File: config.mk
export PLATFORM = sky130hd
export DESIGN_NAME = host_port_ctrl_flat
export DESIGN_NICKNAME = d
export VERILOG_FILES = /design/src/host_port_pkg.sv /design/src/host_port_if.sv /design/src/host_port_ctrl.sv /design/src/flat_wrapper.sv
export SDC_FILE = /design/constraint.sdc
export NUM_CORES = 1
export LEC_CHECK = 0
export BUFFER_PORTS_ARGS = -buffer_cell sky130_fd_sc_hd__buf_4
export CORE_UTILIZATION = 46
export CTS_CLUSTER_DIAMETER = 50
export DETAILED_ROUTE_END_ITERATION = 10
export PLACE_DENSITY = 0.75
export SYNTH_ARGS = -nofsm -noshare
export SYNTH_HDL_FRONTEND = slang
export SYNTH_SLANG_ARGS = --single-unit
File: constraint.sdc
create_clock -name aclk -period 1.69 [get_ports aclk]
set_input_delay 0.338 -clock aclk [delete_from_list [all_inputs] [get_ports aclk]]
set_output_delay 0.338 -clock aclk [all_outputs]
set_load 0.02 [all_outputs]
File: src/host_port_pkg.sv
/*
 * Shared constants for the parallel host port and its controller.
 * Assumes a single 20 MHz clock shared by both ends and by software.
 */
package host_port_pkg;

	// Word address of the host interrupt control register.
	localparam logic [7:0]  INT_CTRL_ADDR   = 8'h0F;
	// Position of the interrupt request flag in that register.
	localparam int          INT_REQ_BIT     = 9;
	localparam logic [15:0] INT_CTRL_RESET  = 16'h0000;
	// Mask applied by the controller when it rewrites the flag.
	localparam logic [15:0] INT_KEEP_MASK   = 16'hFDFF;

	// Controller register byte offsets on AXI4-Lite.
	localparam logic [4:0]  CTL_OFS         = 5'h00;
	localparam logic [4:0]  ADDR_OFS        = 5'h04;
	localparam logic [4:0]  WDATA_OFS       = 5'h08;
	localparam logic [4:0]  RDATA_OFS       = 5'h0C;
	localparam logic [4:0]  STAT_OFS        = 5'h10;
	localparam logic [4:0]  IRQ_STAT_OFS    = 5'h14;
	localparam logic [4:0]  IRQ_MASK_OFS    = 5'h18;

	// Control register bit positions.
	localparam int          CTL_GO_BIT      = 0;
	localparam int          CTL_WRITE_BIT   = 1;
	localparam int          CTL_LOWSEL_BIT  = 2;
	localparam int          CTL_IRQSET_BIT  = 3;
	localparam int          CTL_IRQCLR_BIT  = 4;

	// Cycles the device waits before it drives the acknowledge strobe low.
	localparam int          ACCESS_CYCLES   = 2;
	// Extra cycles the controller waits after seeing the strobe.
	localparam int          UPPER_WAIT      = 1;

endpackage : host_port_pkg

File: src/host_port_if.sv
/*
 * Parallel host port wires between the external controller and the
 * decoder's port. Both ends run on the same system clock.
 */
`timescale 1ns/100ps
interface host_port_if;
	logic        select;        // Access request, high for the whole access.
	logic        rw_sel;        // Read/write select, polarity by revision.
	logic [7:0]  word_addr;     // 16-bit word address.
	logic [15:0] wdata;         // Data from controller.
	logic [15:0] rdata;         // Data from device.
	logic        transfer_acknowledge_strobe_n; // Low acknowledges.

	modport device (input select, input rw_sel, input word_addr,
		input wdata, output rdata, output transfer_acknowledge_strobe_n);
	modport host (output select, output rw_sel, output word_addr,
		output wdata, input rdata, input transfer_acknowledge_strobe_n);
endinterface : host_port_if

File: src/host_port_ctrl.sv
/*
 * Controller end of the host port, driven from AXI4-Lite registers.
 * Assumes one clock shared with the device.
 */
// Chosen here: the AXI4-Lite interface to the registers.
// What this block does
// - Device acknowledges read data with strobe low
// - Select polarity follows silicon revision
// - Strobe passes a flip-flop before use
// - Wait a little after strobe before capture
// - Port works only with enable set
// - Interrupt request is bit 9 of 0x0F
// - Change flag by read, mask, write back
// - All accesses are full 16-bit words
// - Word addresses; software writes them as is, no halving
`timescale 1ns/100ps
module host_port_ctrl
	import host_port_pkg::*;
(
	// Clock and reset.
	input  wire logic        aclk,
	input  wire logic        aresetn,
	// AXI4-Lite slave.
	input  wire logic [4:0]  s_axi_awaddr,
	input  wire logic        s_axi_awvalid,
	output logic             s_axi_awready,
	input  wire logic [31:0] s_axi_wdata,
	input  wire logic [3:0]  s_axi_wstrb,
	input  wire logic        s_axi_wvalid,
	output logic             s_axi_wready,
	output logic [1:0]       s_axi_bresp,
	output logic             s_axi_bvalid,
	input  wire logic        s_axi_bready,
	input  wire logic [4:0]  s_axi_araddr,
	input  wire logic        s_axi_arvalid,
	output logic             s_axi_arready,
	output logic [31:0]      s_axi_rdata,
	output logic [1:0]       s_axi_rresp,
	output logic             s_axi_rvalid,
	input  wire logic        s_axi_rready,
	// Link.
	host_port_if.host        port,
	// Interrupt.
	output logic             irq
);
	typedef enum logic [5:0] {
		IDLE   = 6'b000001,
		ACCESS = 6'b000010,
		SETTLE = 6'b000100,
		GAP    = 6'b001000,
		MODIFY = 6'b010000,
		DONE   = 6'b100000
	} state_t;

	state_t      state_reg;
	logic [4:0]  ctl_reg;
	logic [7:0]  addr_reg;
	logic [15:0] wdata_reg;
	logic [15:0] rdata_reg;
	logic [1:0]  irq_stat_reg;
	logic [1:0]  irq_mask_reg;
	logic        ack_sync_reg;
	logic        rmw_reg;
	logic        write_reg;
	logic        aw_done_reg;
	logic        w_done_reg;
	logic [4:0]  aw_addr_reg;
	logic [31:0] w_data_reg;
	logic        wr_fire;
	logic        busy;
	logic        done_evt;
	logic        irq_evt;

	// Offset compare used by the write decode.
	function automatic logic hit(input logic [4:0] a, input logic [4:0] o);
		hit = (a == o);
	endfunction : hit

	assign busy = (state_reg != IDLE);

	// Write address and data are taken independently.
	assign s_axi_awready = !aw_done_reg && !s_axi_bvalid;
	assign s_axi_wready  = !w_done_reg && !s_axi_bvalid;
	assign wr_fire       = aw_done_reg && w_done_reg && !s_axi_bvalid;
	assign s_axi_bresp   = 2'h0;
	assign s_axi_rresp   = 2'h0;
	assign s_axi_arready = !s_axi_rvalid;

	always_ff @(posedge aclk) begin
		if (!aresetn) begin
			aw_done_reg  <= 1'b0;
			w_done_reg   <= 1'b0;
			aw_addr_reg  <= 5'h00;
			w_data_reg   <= 32'h0000_0000;
			s_axi_bvalid <= 1'b0;
		end else begin
			if (s_axi_awvalid && s_axi_awready) begin
				aw_done_reg <= 1'b1;
				aw_addr_reg <= s_axi_awaddr;
			end
			if (s_axi_wvalid && s_axi_wready) begin
				w_done_reg <= 1'b1;
				w_data_reg <= s_axi_wdata;
			end
			if (wr_fire) begin
				aw_done_reg  <= 1'b0;
				w_done_reg   <= 1'b0;
				s_axi_bvalid <= 1'b1;
			end else if (s_axi_bready) begin
				s_axi_bvalid <= 1'b0;
			end
		end
	end

	// Read answer one cycle after the address is taken.
	always_ff @(posedge aclk) begin
		if (!aresetn) begin
			s_axi_rvalid <= 1'b0;
			s_axi_rdata  <= 32'h0000_0000;
		end else if (s_axi_arvalid && s_axi_arready) begin
			s_axi_rvalid <= 1'b1;
			case (s_axi_araddr)
				CTL_OFS:      s_axi_rdata <= {27'h0, ctl_reg};
				ADDR_OFS:     s_axi_rdata <= {24'h0, addr_reg};
				WDATA_OFS:    s_axi_rdata <= {16'h0, wdata_reg};
				RDATA_OFS:    s_axi_rdata <= {16'h0, rdata_reg};
				STAT_OFS:     s_axi_rdata <= {31'h0, busy};
				IRQ_STAT_OFS: s_axi_rdata <= {30'h0, irq_stat_reg};
				IRQ_MASK_OFS: s_axi_rdata <= {30'h0, irq_mask_reg};
				default:      s_axi_rdata <= 32'h0000_0000;
			endcase
		end else if (s_axi_rready) begin
			s_axi_rvalid <= 1'b0;
		end
	end

	// Software registers; the go bit clears itself once taken.
	always_ff @(posedge aclk) begin
		if (!aresetn) begin
			ctl_reg      <= 5'h00;
			addr_reg     <= 8'h00;
			wdata_reg    <= 16'h0000;
			irq_mask_reg <= 2'h0;
		end else begin
			if (wr_fire && hit(aw_addr_reg, CTL_OFS))
				ctl_reg <= w_data_reg[4:0];
			else if (state_reg == IDLE)
				ctl_reg[CTL_GO_BIT] <= 1'b0;
			if (wr_fire && hit(aw_addr_reg, ADDR_OFS))
				addr_reg <= w_data_reg[7:0]; // Word address.
			if (wr_fire && hit(aw_addr_reg, WDATA_OFS))
				wdata_reg <= w_data_reg[15:0];
			if (wr_fire && hit(aw_addr_reg, IRQ_MASK_OFS))
				irq_mask_reg <= w_data_reg[1:0];
		end
	end

	// Acknowledge is retimed through one flip-flop before use.
	always_ff @(posedge aclk) begin
		if (!aresetn)
			ack_sync_reg <= 1'b0;
		else
			ack_sync_reg <= ~port.transfer_acknowledge_strobe_n;
	end

	// Access sequencer, with read-modify-write for the request flag.
	always_ff @(posedge aclk) begin
		if (!aresetn) begin
			state_reg <= IDLE;
			rmw_reg   <= 1'b0;
			write_reg <= 1'b0;
			rdata_reg <= 16'h0000;
		end else begin
			case (state_reg)
				IDLE: if (ctl_reg[CTL_GO_BIT]) begin
					rmw_reg   <= ctl_reg[CTL_IRQSET_BIT] |
						ctl_reg[CTL_IRQCLR_BIT];
					// A flag change begins with a read.
					write_reg <= ctl_reg[CTL_WRITE_BIT] &
						~(ctl_reg[CTL_IRQSET_BIT] |
						ctl_reg[CTL_IRQCLR_BIT]);
					state_reg <= ACCESS;
				end
				ACCESS: if (ack_sync_reg)
					state_reg <= SETTLE;
				SETTLE: begin
					rdata_reg <= port.rdata; // After extra wait.
					state_reg <= GAP;
				end
				GAP: if (!ack_sync_reg) // Strobe released.
					state_reg <= rmw_reg ? MODIFY : DONE;
				MODIFY: begin
					rmw_reg   <= 1'b0;
					write_reg <= 1'b1;
					state_reg <= ACCESS;
				end
				DONE: state_reg <= IDLE;
				default: state_reg <= IDLE;
			endcase
		end
	end

	// Link outputs; writes of the flag keep the other bits.
	always_comb begin
		port.select    = (state_reg == ACCESS) || (state_reg == SETTLE);
		port.word_addr = rmw_reg || write_reg && ctl_reg[CTL_IRQSET_BIT] ?
			INT_CTRL_ADDR : addr_reg;
		port.wdata     = wdata_reg;
		if (write_reg && (ctl_reg[CTL_IRQSET_BIT] ||
			ctl_reg[CTL_IRQCLR_BIT])) begin
			port.word_addr = INT_CTRL_ADDR;
			port.wdata = (rdata_reg & INT_KEEP_MASK) |
				(16'(ctl_reg[CTL_IRQSET_BIT]) << INT_REQ_BIT);
		end
		// Drive the select with the polarity of the revision.
		port.rw_sel = ctl_reg[CTL_LOWSEL_BIT] ? ~write_reg : write_reg;
	end

	assign done_evt = (state_reg == DONE);
	// The flag is judged on the live read word, as the copy lags a cycle.
	assign irq_evt  = (state_reg == SETTLE) && !write_reg &&
		(port.word_addr == INT_CTRL_ADDR) && port.rdata[INT_REQ_BIT];

	// Sticky events: set wins over a write-one clear.
	always_ff @(posedge aclk) begin
		if (!aresetn) begin
			irq_stat_reg <= 2'h0;
		end else begin
			if (wr_fire && hit(aw_addr_reg, IRQ_STAT_OFS))
				irq_stat_reg <= irq_stat_reg & ~w_data_reg[1:0];
			if (done_evt)
				irq_stat_reg[0] <= 1'b1;
			if (irq_evt)
				irq_stat_reg[1] <= 1'b1;
		end
	end

	assign irq = |(irq_stat_reg & irq_mask_reg);
endmodule : host_port_ctrl

File: src/flat_wrapper.sv
// flat-port wrapper written by rule: the top's interface ports become plain ports
module host_port_ctrl_flat import host_port_pkg::*;
  (aclk, aresetn, s_axi_awaddr, s_axi_awvalid, s_axi_awready, s_axi_wdata, s_axi_wstrb, s_axi_wvalid, s_axi_wready, s_axi_bresp, s_axi_bvalid, s_axi_bready, s_axi_araddr, s_axi_arvalid, s_axi_arready, s_axi_rdata, s_axi_rresp, s_axi_rvalid, s_axi_rready, irq, port_select, port_rw_sel, port_word_addr, port_wdata, port_rdata, port_transfer_acknowledge_strobe_n);
  host_port_if port_i ();
  input  wire logic aclk;
  input  wire logic aresetn;
  input  wire logic [4:0] s_axi_awaddr;
  input  wire logic s_axi_awvalid;
  output logic s_axi_awready;
  input  wire logic [31:0] s_axi_wdata;
  input  wire logic [3:0] s_axi_wstrb;
  input  wire logic s_axi_wvalid;
  output logic s_axi_wready;
  output logic [1:0] s_axi_bresp;
  output logic s_axi_bvalid;
  input  wire logic s_axi_bready;
  input  wire logic [4:0] s_axi_araddr;
  input  wire logic s_axi_arvalid;
  output logic s_axi_arready;
  output logic [31:0] s_axi_rdata;
  output logic [1:0] s_axi_rresp;
  output logic s_axi_rvalid;
  input  wire logic s_axi_rready;
  output logic irq;
  output wire logic [$bits(port_i.select)-1:0] port_select;
  output wire logic [$bits(port_i.rw_sel)-1:0] port_rw_sel;
  output wire logic [$bits(port_i.word_addr)-1:0] port_word_addr;
  output wire logic [$bits(port_i.wdata)-1:0] port_wdata;
  input wire logic [$bits(port_i.rdata)-1:0] port_rdata;
  input wire logic [$bits(port_i.transfer_acknowledge_strobe_n)-1:0] port_transfer_acknowledge_strobe_n;
  assign port_select = port_i.select;
  assign port_rw_sel = port_i.rw_sel;
  assign port_word_addr = port_i.word_addr;
  assign port_wdata = port_i.wdata;
  assign port_i.rdata = port_rdata;
  assign port_i.transfer_acknowledge_strobe_n = port_transfer_acknowledge_strobe_n;
  host_port_ctrl u_core (.aclk(aclk), .aresetn(aresetn), .s_axi_awaddr(s_axi_awaddr), .s_axi_awvalid(s_axi_awvalid), .s_axi_awready(s_axi_awready), .s_axi_wdata(s_axi_wdata), .s_axi_wstrb(s_axi_wstrb), .s_axi_wvalid(s_axi_wvalid), .s_axi_wready(s_axi_wready), .s_axi_bresp(s_axi_bresp), .s_axi_bvalid(s_axi_bvalid), .s_axi_bready(s_axi_bready), .s_axi_araddr(s_axi_araddr), .s_axi_arvalid(s_axi_arvalid), .s_axi_arready(s_axi_arready), .s_axi_rdata(s_axi_rdata), .s_axi_rresp(s_axi_rresp), .s_axi_rvalid(s_axi_rvalid), .s_axi_rready(s_axi_rready), .port(port_i), .irq(irq));
endmodule
==> flow_metrics.env, run 1 <==
export IMPL_path_class="flop to output port"
export IMPL_floorplan_initialDensity_pct=48.4
export IMPL_postRouteAntennaNets=0
export IMPL_detail_route_wirelength_um=11100
export IMPL_synthCells=510
export IMPL_io_buffers=97
export IMPL_insertedDiodeCount=0
export IMPL_final_core_utilization_pct=62.7
export IMPL_crit_fanout=7
export IMPL_firstDrtPassIters=4
export IMPL_primary_flip_flop_cell_chosen_by_synthesis_mapping="sky130_fd_sc_hd__dfxtp_1"
export IMPL_synthesis_area_per_instance_um2=8.94
export IMPL_failing_checks="negative setup slack"
export IMPL_ys_seq_area_share_pct=43.5
export IMPL_layout_filler_cells=798
export IMPL_worst_ep_required_ns=1.35
export IMPL_row_count=35
export IMPL_clk_transition_reported_paths_ns=0.09
export IMPL_cts_sink_count=99
export IMPL_layout_nets=681
export IMPL_timing_final_crit_period_ns=1.94
export IMPL_ir_drop_mv=0.366
export IMPL_asyncSetResetFlopFracSynth_pct=0
export IMPL_worst_setup_path_start_kind="flop"
export IMPL_route_detailed_vias_per_inst=5.24
export IMPL_gpl_wtd_cong=0.828
export IMPL_ys_seq_elements=99
export IMPL_clkLatencyLatePin_ns=0.37
export IMPL_synth_unique_cells=50
export IMPL_holdBufCountCts=0
export IMPL_routedWlPerCell_um=14.9
export IMPL_floorplan_die_height_um=102
export IMPL_floorplan_core_area_um2=9420
export IMPL_final_design_area_no_fill_um2=5900
export IMPL_final_hold_worst_slack_ns=0.113
export IMPL_grt_setup_unrepaired="yes"
export IMPL_multi_input_comb_area_um2=2490
export IMPL_grt_pass1_vias=3578
export IMPL_totalNegativeSetupSlack_ns=-4.92
export IMPL_critPathCaptureType="output port"
export IMPL_cts_htree_levels=3
export IMPL_ff_latch_area_um2=1990
export IMPL_reg2reg_from="u_core.state_reg[3]"
export IMPL_slew_limit_headroom_pct=63.2
export IMPL_detailedPlace_worstSlack_ns=0.0128
export IMPL_synth_edff_count=0
export IMPL_die_w_um=102
export IMPL_hold_start="port_transfer_acknowledge_strobe_n"
export IMPL_grt_first_pass_wirelength_um=17700
export IMPL_grt_overflow_total=0
export IMPL_cts_inserted_buffers=9
export IMPL_num_io_pins=138
export IMPL_synthesis_yosys_warnings=0
export IMPL_drtIter0Drc=118
export IMPL_cp_startpoint="u_core.ctl_reg[4]"
export IMPL_drv_cap=0
export IMPL_status="finished with violations"
export IMPL_num_vias=3902
export IMPL_clock_fmax_ghz=0.514
export IMPL_grt_max_degree=71
export IMPL_place_detailed_hpwl_um=7930
export IMPL_dpl_instance_area_um2=5440
export IMPL_maximum_buffer_depth_of_the_clock_tree=2
export IMPL_syn_area_um2=4560
export IMPL_synth_to_final_area_change_pct=29.5
export IMPL_tritoncts="done"
export IMPL_min_path_type="input pin to flop"
export IMPL_final_max_slew_viol_count=0
export IMPL_finalCritPeriodShare_pct=115
export IMPL_fin_skew_ns=0.0150
export IMPL_proportion_of_layout_cells_with_a_drive_suffix_above_1_pct=31.7
export IMPL_total_count_of_hold_check_failures_in_the_final_report=0
export IMPL_remaining_drc_errors=0
export IMPL_finalSetupViolCount=26
export IMPL_all_layer_gr_usage_pct=22.4
export IMPL_initial_antenna_violation_count=0
export IMPL_worst_slack_ns=-0.254
export IMPL_dieArea_um2=10300
export IMPL_worstMarginPinSlew_ns=0.551
export IMPL_p_leak_nw=2.45
export IMPL_power_per_cell_area_nw_per_um2=748
export IMPL_root_buffer="sky130_fd_sc_hd__clkbuf_8"
export IMPL_crit_arrival_ns=1.61
==> logic make-up after synthesis <==
kind of cell    count (synthesis)  synth area share (%)
flops                          99                  43.5
other cells                     1                0.0822
mux                            45                  11.5
buf+inv                        57                  6.53
simple gates                  203                  22.5
compound gates                103                  15.6
xor+xnor                        2                 0.384
==> Yosys cell counts, types with 4 or more instances <==
cell,n,area (um2)
sky130_fd_sc_hd__a21boi_0,35,263
sky130_fd_sc_hd__a22oi_1,13,97.6
sky130_fd_sc_hd__and2_1,10,62.6
sky130_fd_sc_hd__buf_2,4,20.0
sky130_fd_sc_hd__buf_4,21,158
sky130_fd_sc_hd__clkbuf_1,23,86.3
sky130_fd_sc_hd__dfxtp_1,99,1980
sky130_fd_sc_hd__inv_1,6,22.5
sky130_fd_sc_hd__mux2_2,29,327
sky130_fd_sc_hd__mux2i_1,13,130
sky130_fd_sc_hd__nand2_1,96,360
sky130_fd_sc_hd__nand2b_1,5,31.3
sky130_fd_sc_hd__nand3_1,28,140
sky130_fd_sc_hd__nand3b_1,4,30.0
sky130_fd_sc_hd__nor2_1,7,26.3
sky130_fd_sc_hd__nor2b_1,24,150
sky130_fd_sc_hd__nor3b_1,4,30.0
sky130_fd_sc_hd__nor4_1,6,37.5
sky130_fd_sc_hd__o21ai_0,32,160
==> where the power goes <==
| part | total, W | switching (W) | leakage (nW) | internal, W |
|---|---|---|---|---|
| Sequential | 0.00242 | 0.0000427 | 0.804 | 0.00238 |
| Clock | 0.00148 | 0.000878 | 0.0958 | 0.000604 |
| Combinational | 0.000507 | 0.000275 | 1.55 | 0.000232 |
==> layout make-up <==
type / count / share of cell area [%]
Tap cell: 129 / 2.73
Clock inverter: 6 / 0.911
Sequential cell: 99 / 33.8
Clock buffer: 10 / 2.33
Multi-Input combinational cell: 373 / 42.2
Inverter: 6 / 0.382
Timing Repair Buffer: 122 / 17.7
==> path summary, 6_finish.rpt <==
path	to	slack, ns	depth (start not counted)
setup / recovery	port_wdata[14]	-0.25	4
hold / removal	u_core.ack_sync_reg	0.11	2
setup reg to reg	u_core.state_reg[4]	-0.02	4
hold reg to reg	u_core.wdata_reg[11]	0.46	2
==> what timing repair did <==
action / CTS / global route
pin swaps: 13 / 5
gates resized for setup: 57 / 7
setup buffers: 3 / 1
endpoints found under the setup margin: 28 / 32
hold endpoints to repair: 0 / 0
==> metrics by stage <==
stage | instances | total power (W)
floorplan | 529 | 0.00281
global placement | 725 | 0.00295
detailed placement | 725 | 0.00296
CTS | 744 | 0.00442
global route | 745 | 0.00460
finish | 745 | 0.00441
==> per-layer routing <==
layer | part of all wire, % | GRT usage (%) | vias up
met2 | 48 | 37.2 | 123
met1 | 46 | 29.7 | 1830
met4 | 0.92 | 6.35 | 0
met3 | 5.2 | 4.28 | 9
li1 | - | - | 1940
met5 | 0 | 0 | -
==> worst max-delay path, cell delays in order, from the launching register on <==
cell and delay [ns]:
sky130_fd_sc_hd__dfxtp_2 0.34, sky130_fd_sc_hd__o21ai_4 0.25, sky130_fd_sc_hd__buf_8 0.19, sky130_fd_sc_hd__mux2_4 0.32
sky130_fd_sc_hd__buf_6 0.13
==> placed cells by master, fill, tap and decap left out, types with 3 or more instances in the layout <==
cell                       instances
sky130_fd_sc_hd__nor2_1            6
sky130_fd_sc_hd__mux2_4           15
sky130_fd_sc_hd__a21boi_0         35
sky130_fd_sc_hd__buf_6            26
sky130_fd_sc_hd__dfxtp_1          94
sky130_fd_sc_hd__nor2b_1          23
sky130_fd_sc_hd__mux4_2            3
sky130_fd_sc_hd__conb_1           20
sky130_fd_sc_hd__dfxtp_2           3
sky130_fd_sc_hd__mux2i_1          13
sky130_fd_sc_hd__a22oi_1          13
sky130_fd_sc_hd__nand4_1           3
sky130_fd_sc_hd__and2_4            4
sky130_fd_sc_hd__o21ai_0          32
sky130_fd_sc_hd__nand3b_1          4
sky130_fd_sc_hd__nand2b_1          5
sky130_fd_sc_hd__mux2_2           14
sky130_fd_sc_hd__and2_1            6
sky130_fd_sc_hd__nand3_1          27
sky130_fd_sc_hd__nor3b_1           3
sky130_fd_sc_hd__a32o_1            3
sky130_fd_sc_hd__and3_1            3
sky130_fd_sc_hd__buf_4            93
sky130_fd_sc_hd__clkbuf_8         10
sky130_fd_sc_hd__nor4b_1           3
sky130_fd_sc_hd__inv_1             6
sky130_fd_sc_hd__nand2_1          96
sky130_fd_sc_hd__inv_6             3
sky130_fd_sc_hd__nor4_1            4
sky130_fd_sc_hd__a21oi_1           3
No activity file was read; power rests on OpenSTA's default activity.
==> run 2: changes to the inputs <==
--- a/config.mk
+++ b/config.mk
@@ -10,6 +10,8 @@
 export CTS_CLUSTER_DIAMETER = 50
 export DETAILED_ROUTE_END_ITERATION = 10
 export PLACE_DENSITY = 0.75
+export REMOVE_ABC_BUFFERS = 1
+export SETUP_SLACK_MARGIN = 0.5
 export SYNTH_ARGS = -nofsm -noshare
 export SYNTH_HDL_FRONTEND = slang
 export SYNTH_SLANG_ARGS = --single-unit
==> flow_metrics.env, run 2 (same netlist as run 1, synthesis figures left out) <==
export IMPL_min_path_type="input pin to flop"
export IMPL_globalRoute_busiestLayer="met2"
export IMPL_proportion_of_layout_cells_with_a_drive_suffix_above_1_pct=55.4
export IMPL_totalNegativeSetupSlack_ns=-6.47
export IMPL_num_io_pins=138
export IMPL_grt_first_pass_wirelength_um=20900
export IMPL_slowest_delay_ns=0.35
export IMPL_route_detailed_vias_per_inst=5.95
export IMPL_slew_limit_headroom_pct=67.3
export IMPL_layout_cells_non_filler=801
export IMPL_dieArea_um2=10300
export IMPL_grt_pass1_vias=4083
export IMPL_status="finished with violations"
export IMPL_all_layer_gr_usage_pct=26.8
export IMPL_initial_antenna_violation_count=0
export IMPL_detail_route_wirelength_um=17500
export IMPL_remaining_drc_errors=0
export IMPL_multi_input_comb_area_um2=3050
export IMPL_worst_path_most_repeated_cell="sky130_fd_sc_hd__buf_6"
export IMPL_worstMarginPinSlew_ns=0.483
export IMPL_layout_nets=737
export IMPL_finalSetupViolCount=31
export IMPL_ff_latch_area_um2=2030
export IMPL_maximum_buffer_depth_of_the_clock_tree=2
export IMPL_worst_path_dominant_cell_family="buffers and inverters"
export IMPL_grt_max_degree=51
export IMPL_most_used_cells_in_the_layout_excluding_fill_and_tap_cells="97 x sky130_fd_sc_hd__buf_4, 76 x sky130_fd_sc_hd__nand2_1, 69 x sky130_fd_sc_hd__buf_6"
export IMPL_ir_drop_mv=0.384
export IMPL_drv_cap=0
export IMPL_cts_htree_levels=3
export IMPL_layout_filler_cells=520
export IMPL_crit_path_cell_trace="o21ai_4 > buf_6 > nor2b_4 > buf_6 > and2_4 > buf_6"
export IMPL_drtIter0Drc=377
export IMPL_gpl_wtd_cong=0.866
export IMPL_worst_slack_ns=-0.344
export IMPL_path_class="flop to output port"
export IMPL_worst_setup_path_start_kind="flop"
export IMPL_num_vias=4762
export IMPL_gr_usage_met2_pct=46.8
export IMPL_crit_fanout=5
export IMPL_synth_to_final_area_change_pct=58.5
export IMPL_clk_transition_reported_paths_ns=0.09
export IMPL_io_buffers=97
export IMPL_cts_inserted_buffers=9
export IMPL_insertedDiodeCount=0
export IMPL_final_design_area_no_fill_um2=7220
export IMPL_firstDrtPassIters=5
export IMPL_power_per_cell_area_nw_per_um2=654
export IMPL_worst_ep_required_ns=1.35
export IMPL_worst_path_max_delay_cell="sky130_fd_sc_hd__dfxtp_2"
export IMPL_grt_overflow_total=0
export IMPL_row_count=35
export IMPL_total_count_of_hold_check_failures_in_the_final_report=0
export IMPL_fin_skew_ns=0.0145
export IMPL_power_total_w=0.00472
export IMPL_critPathCaptureType="output port"
export IMPL_root_buffer="sky130_fd_sc_hd__clkbuf_8"
export IMPL_commonest_non_fill_non_tap_cell_in_the_layout="sky130_fd_sc_hd__buf_4"
export IMPL_routedWlPerCell_um=21.9
export IMPL_failing_checks="negative setup slack"
export IMPL_post_place_cells=726
export IMPL_detailedPlace_worstSlack_ns=0.0331
export IMPL_gr_util_met3_pct=4.42
export IMPL_use_met1_pct=32.6
export IMPL_die_w_um=102
export IMPL_floorplan_die_height_um=102
export IMPL_postRouteAntennaNets=0
export IMPL_floorplan_core_area_um2=9420
export IMPL_place_detailed_hpwl_um=8240
export IMPL_finalCritPeriodShare_pct=120
export IMPL_cts_sink_count=99
export IMPL_timing_final_crit_period_ns=2.03
export IMPL_floorplan_initialDensity_pct=48.4
export IMPL_holdBufCountCts=0
export IMPL_clkLatencyLatePin_ns=0.38
export IMPL_final_max_slew_viol_count=0
export IMPL_crit_arrival_ns=1.70
export IMPL_dpl_instance_area_um2=5450
export IMPL_p_leak_nw=2.99
export IMPL_grt_setup_unrepaired="yes"
export IMPL_clock_fmax_ghz=0.492
export IMPL_tritoncts="done"
export IMPL_crit_buf_inv=3
-- run 2: changes by cell type in the layout (fill, tap and decap cells not counted), sizes merged --
cell	delta
clkbuf	+3
inv	-3
buf	+55
clkinvlp	+1
-- run 2: cell type report --
| cell class | instances | share of cell area, % |
|---|---|---|
| clock buffer | 12 | 2.15 |
| clock inverter | 4 | 0.450 |
| inverter | 6 | 0.312 |
| multi-input combinational | 373 | 42.2 |
| sequential | 99 | 28.2 |
| tap | 129 | 2.23 |
| timing repair buffer | 178 | 24.5 |
-- run 2: metrics by stage --
| step | hold slack, ns | util [%] |
|---|---|---|
| finish | 0.114 | 76.7 |
| global route | 0.114 | 76.7 |
| CTS | 0.108 | 69.0 |
| detailed placement | 0.445 | 57.9 |
| global placement | 0.443 | 57.9 |
| floorplan | 0.410 | - |
-- run 2: what timing repair did --
| action | in CTS | in global routing |
|---|---|---|
| setup buffers | 25 | 27 |
| cloned | 4 | 3 |
| pin swaps | 42 | 33 |
| resized for setup | 205 | 126 |
| setup endpoints to repair | 138 | 138 |
-- run 2: worst paths after layout --
path / cells after the start / slack, ns / to / from
worst max register to register: 4 / -0.04 / u_core.state_reg[0] / u_core.state_reg[1]
worst min-delay path: 2 / 0.11 / u_core.ack_sync_reg / port_transfer_acknowledge_strobe_n
worst min register to register: 2 / 0.45 / u_core.wdata_reg[9] / u_core.w_data_reg[9]
worst max-delay path: 6 / -0.34 / port_word_addr[7] / u_core.ctl_reg[4]
-- run 2: routing by layer --
metal	wire length, um	vias to the layer above
met3	1410	105
met5	0	-
met1	6350	2264
met4	964	0
li1	-	2069
met2	8790	324
-- run 2: power by group --
group,internal [W],switching [W]
Sequential,0.00238,0.0000543
Clock,0.000626,0.000891
Combinational,0.000371,0.000402
Total,0.00338,0.00135
-- run 2: worst reg2reg max path, stage by stage, from the launching register on --
cell and delay (ns):
sky130_fd_sc_hd__dfxtp_1 0.33, sky130_fd_sc_hd__or4_4 0.57, sky130_fd_sc_hd__or3b_4 0.44, sky130_fd_sc_hd__o21ai_4 0.20, sky130_fd_sc_hd__a41o_2 0.14
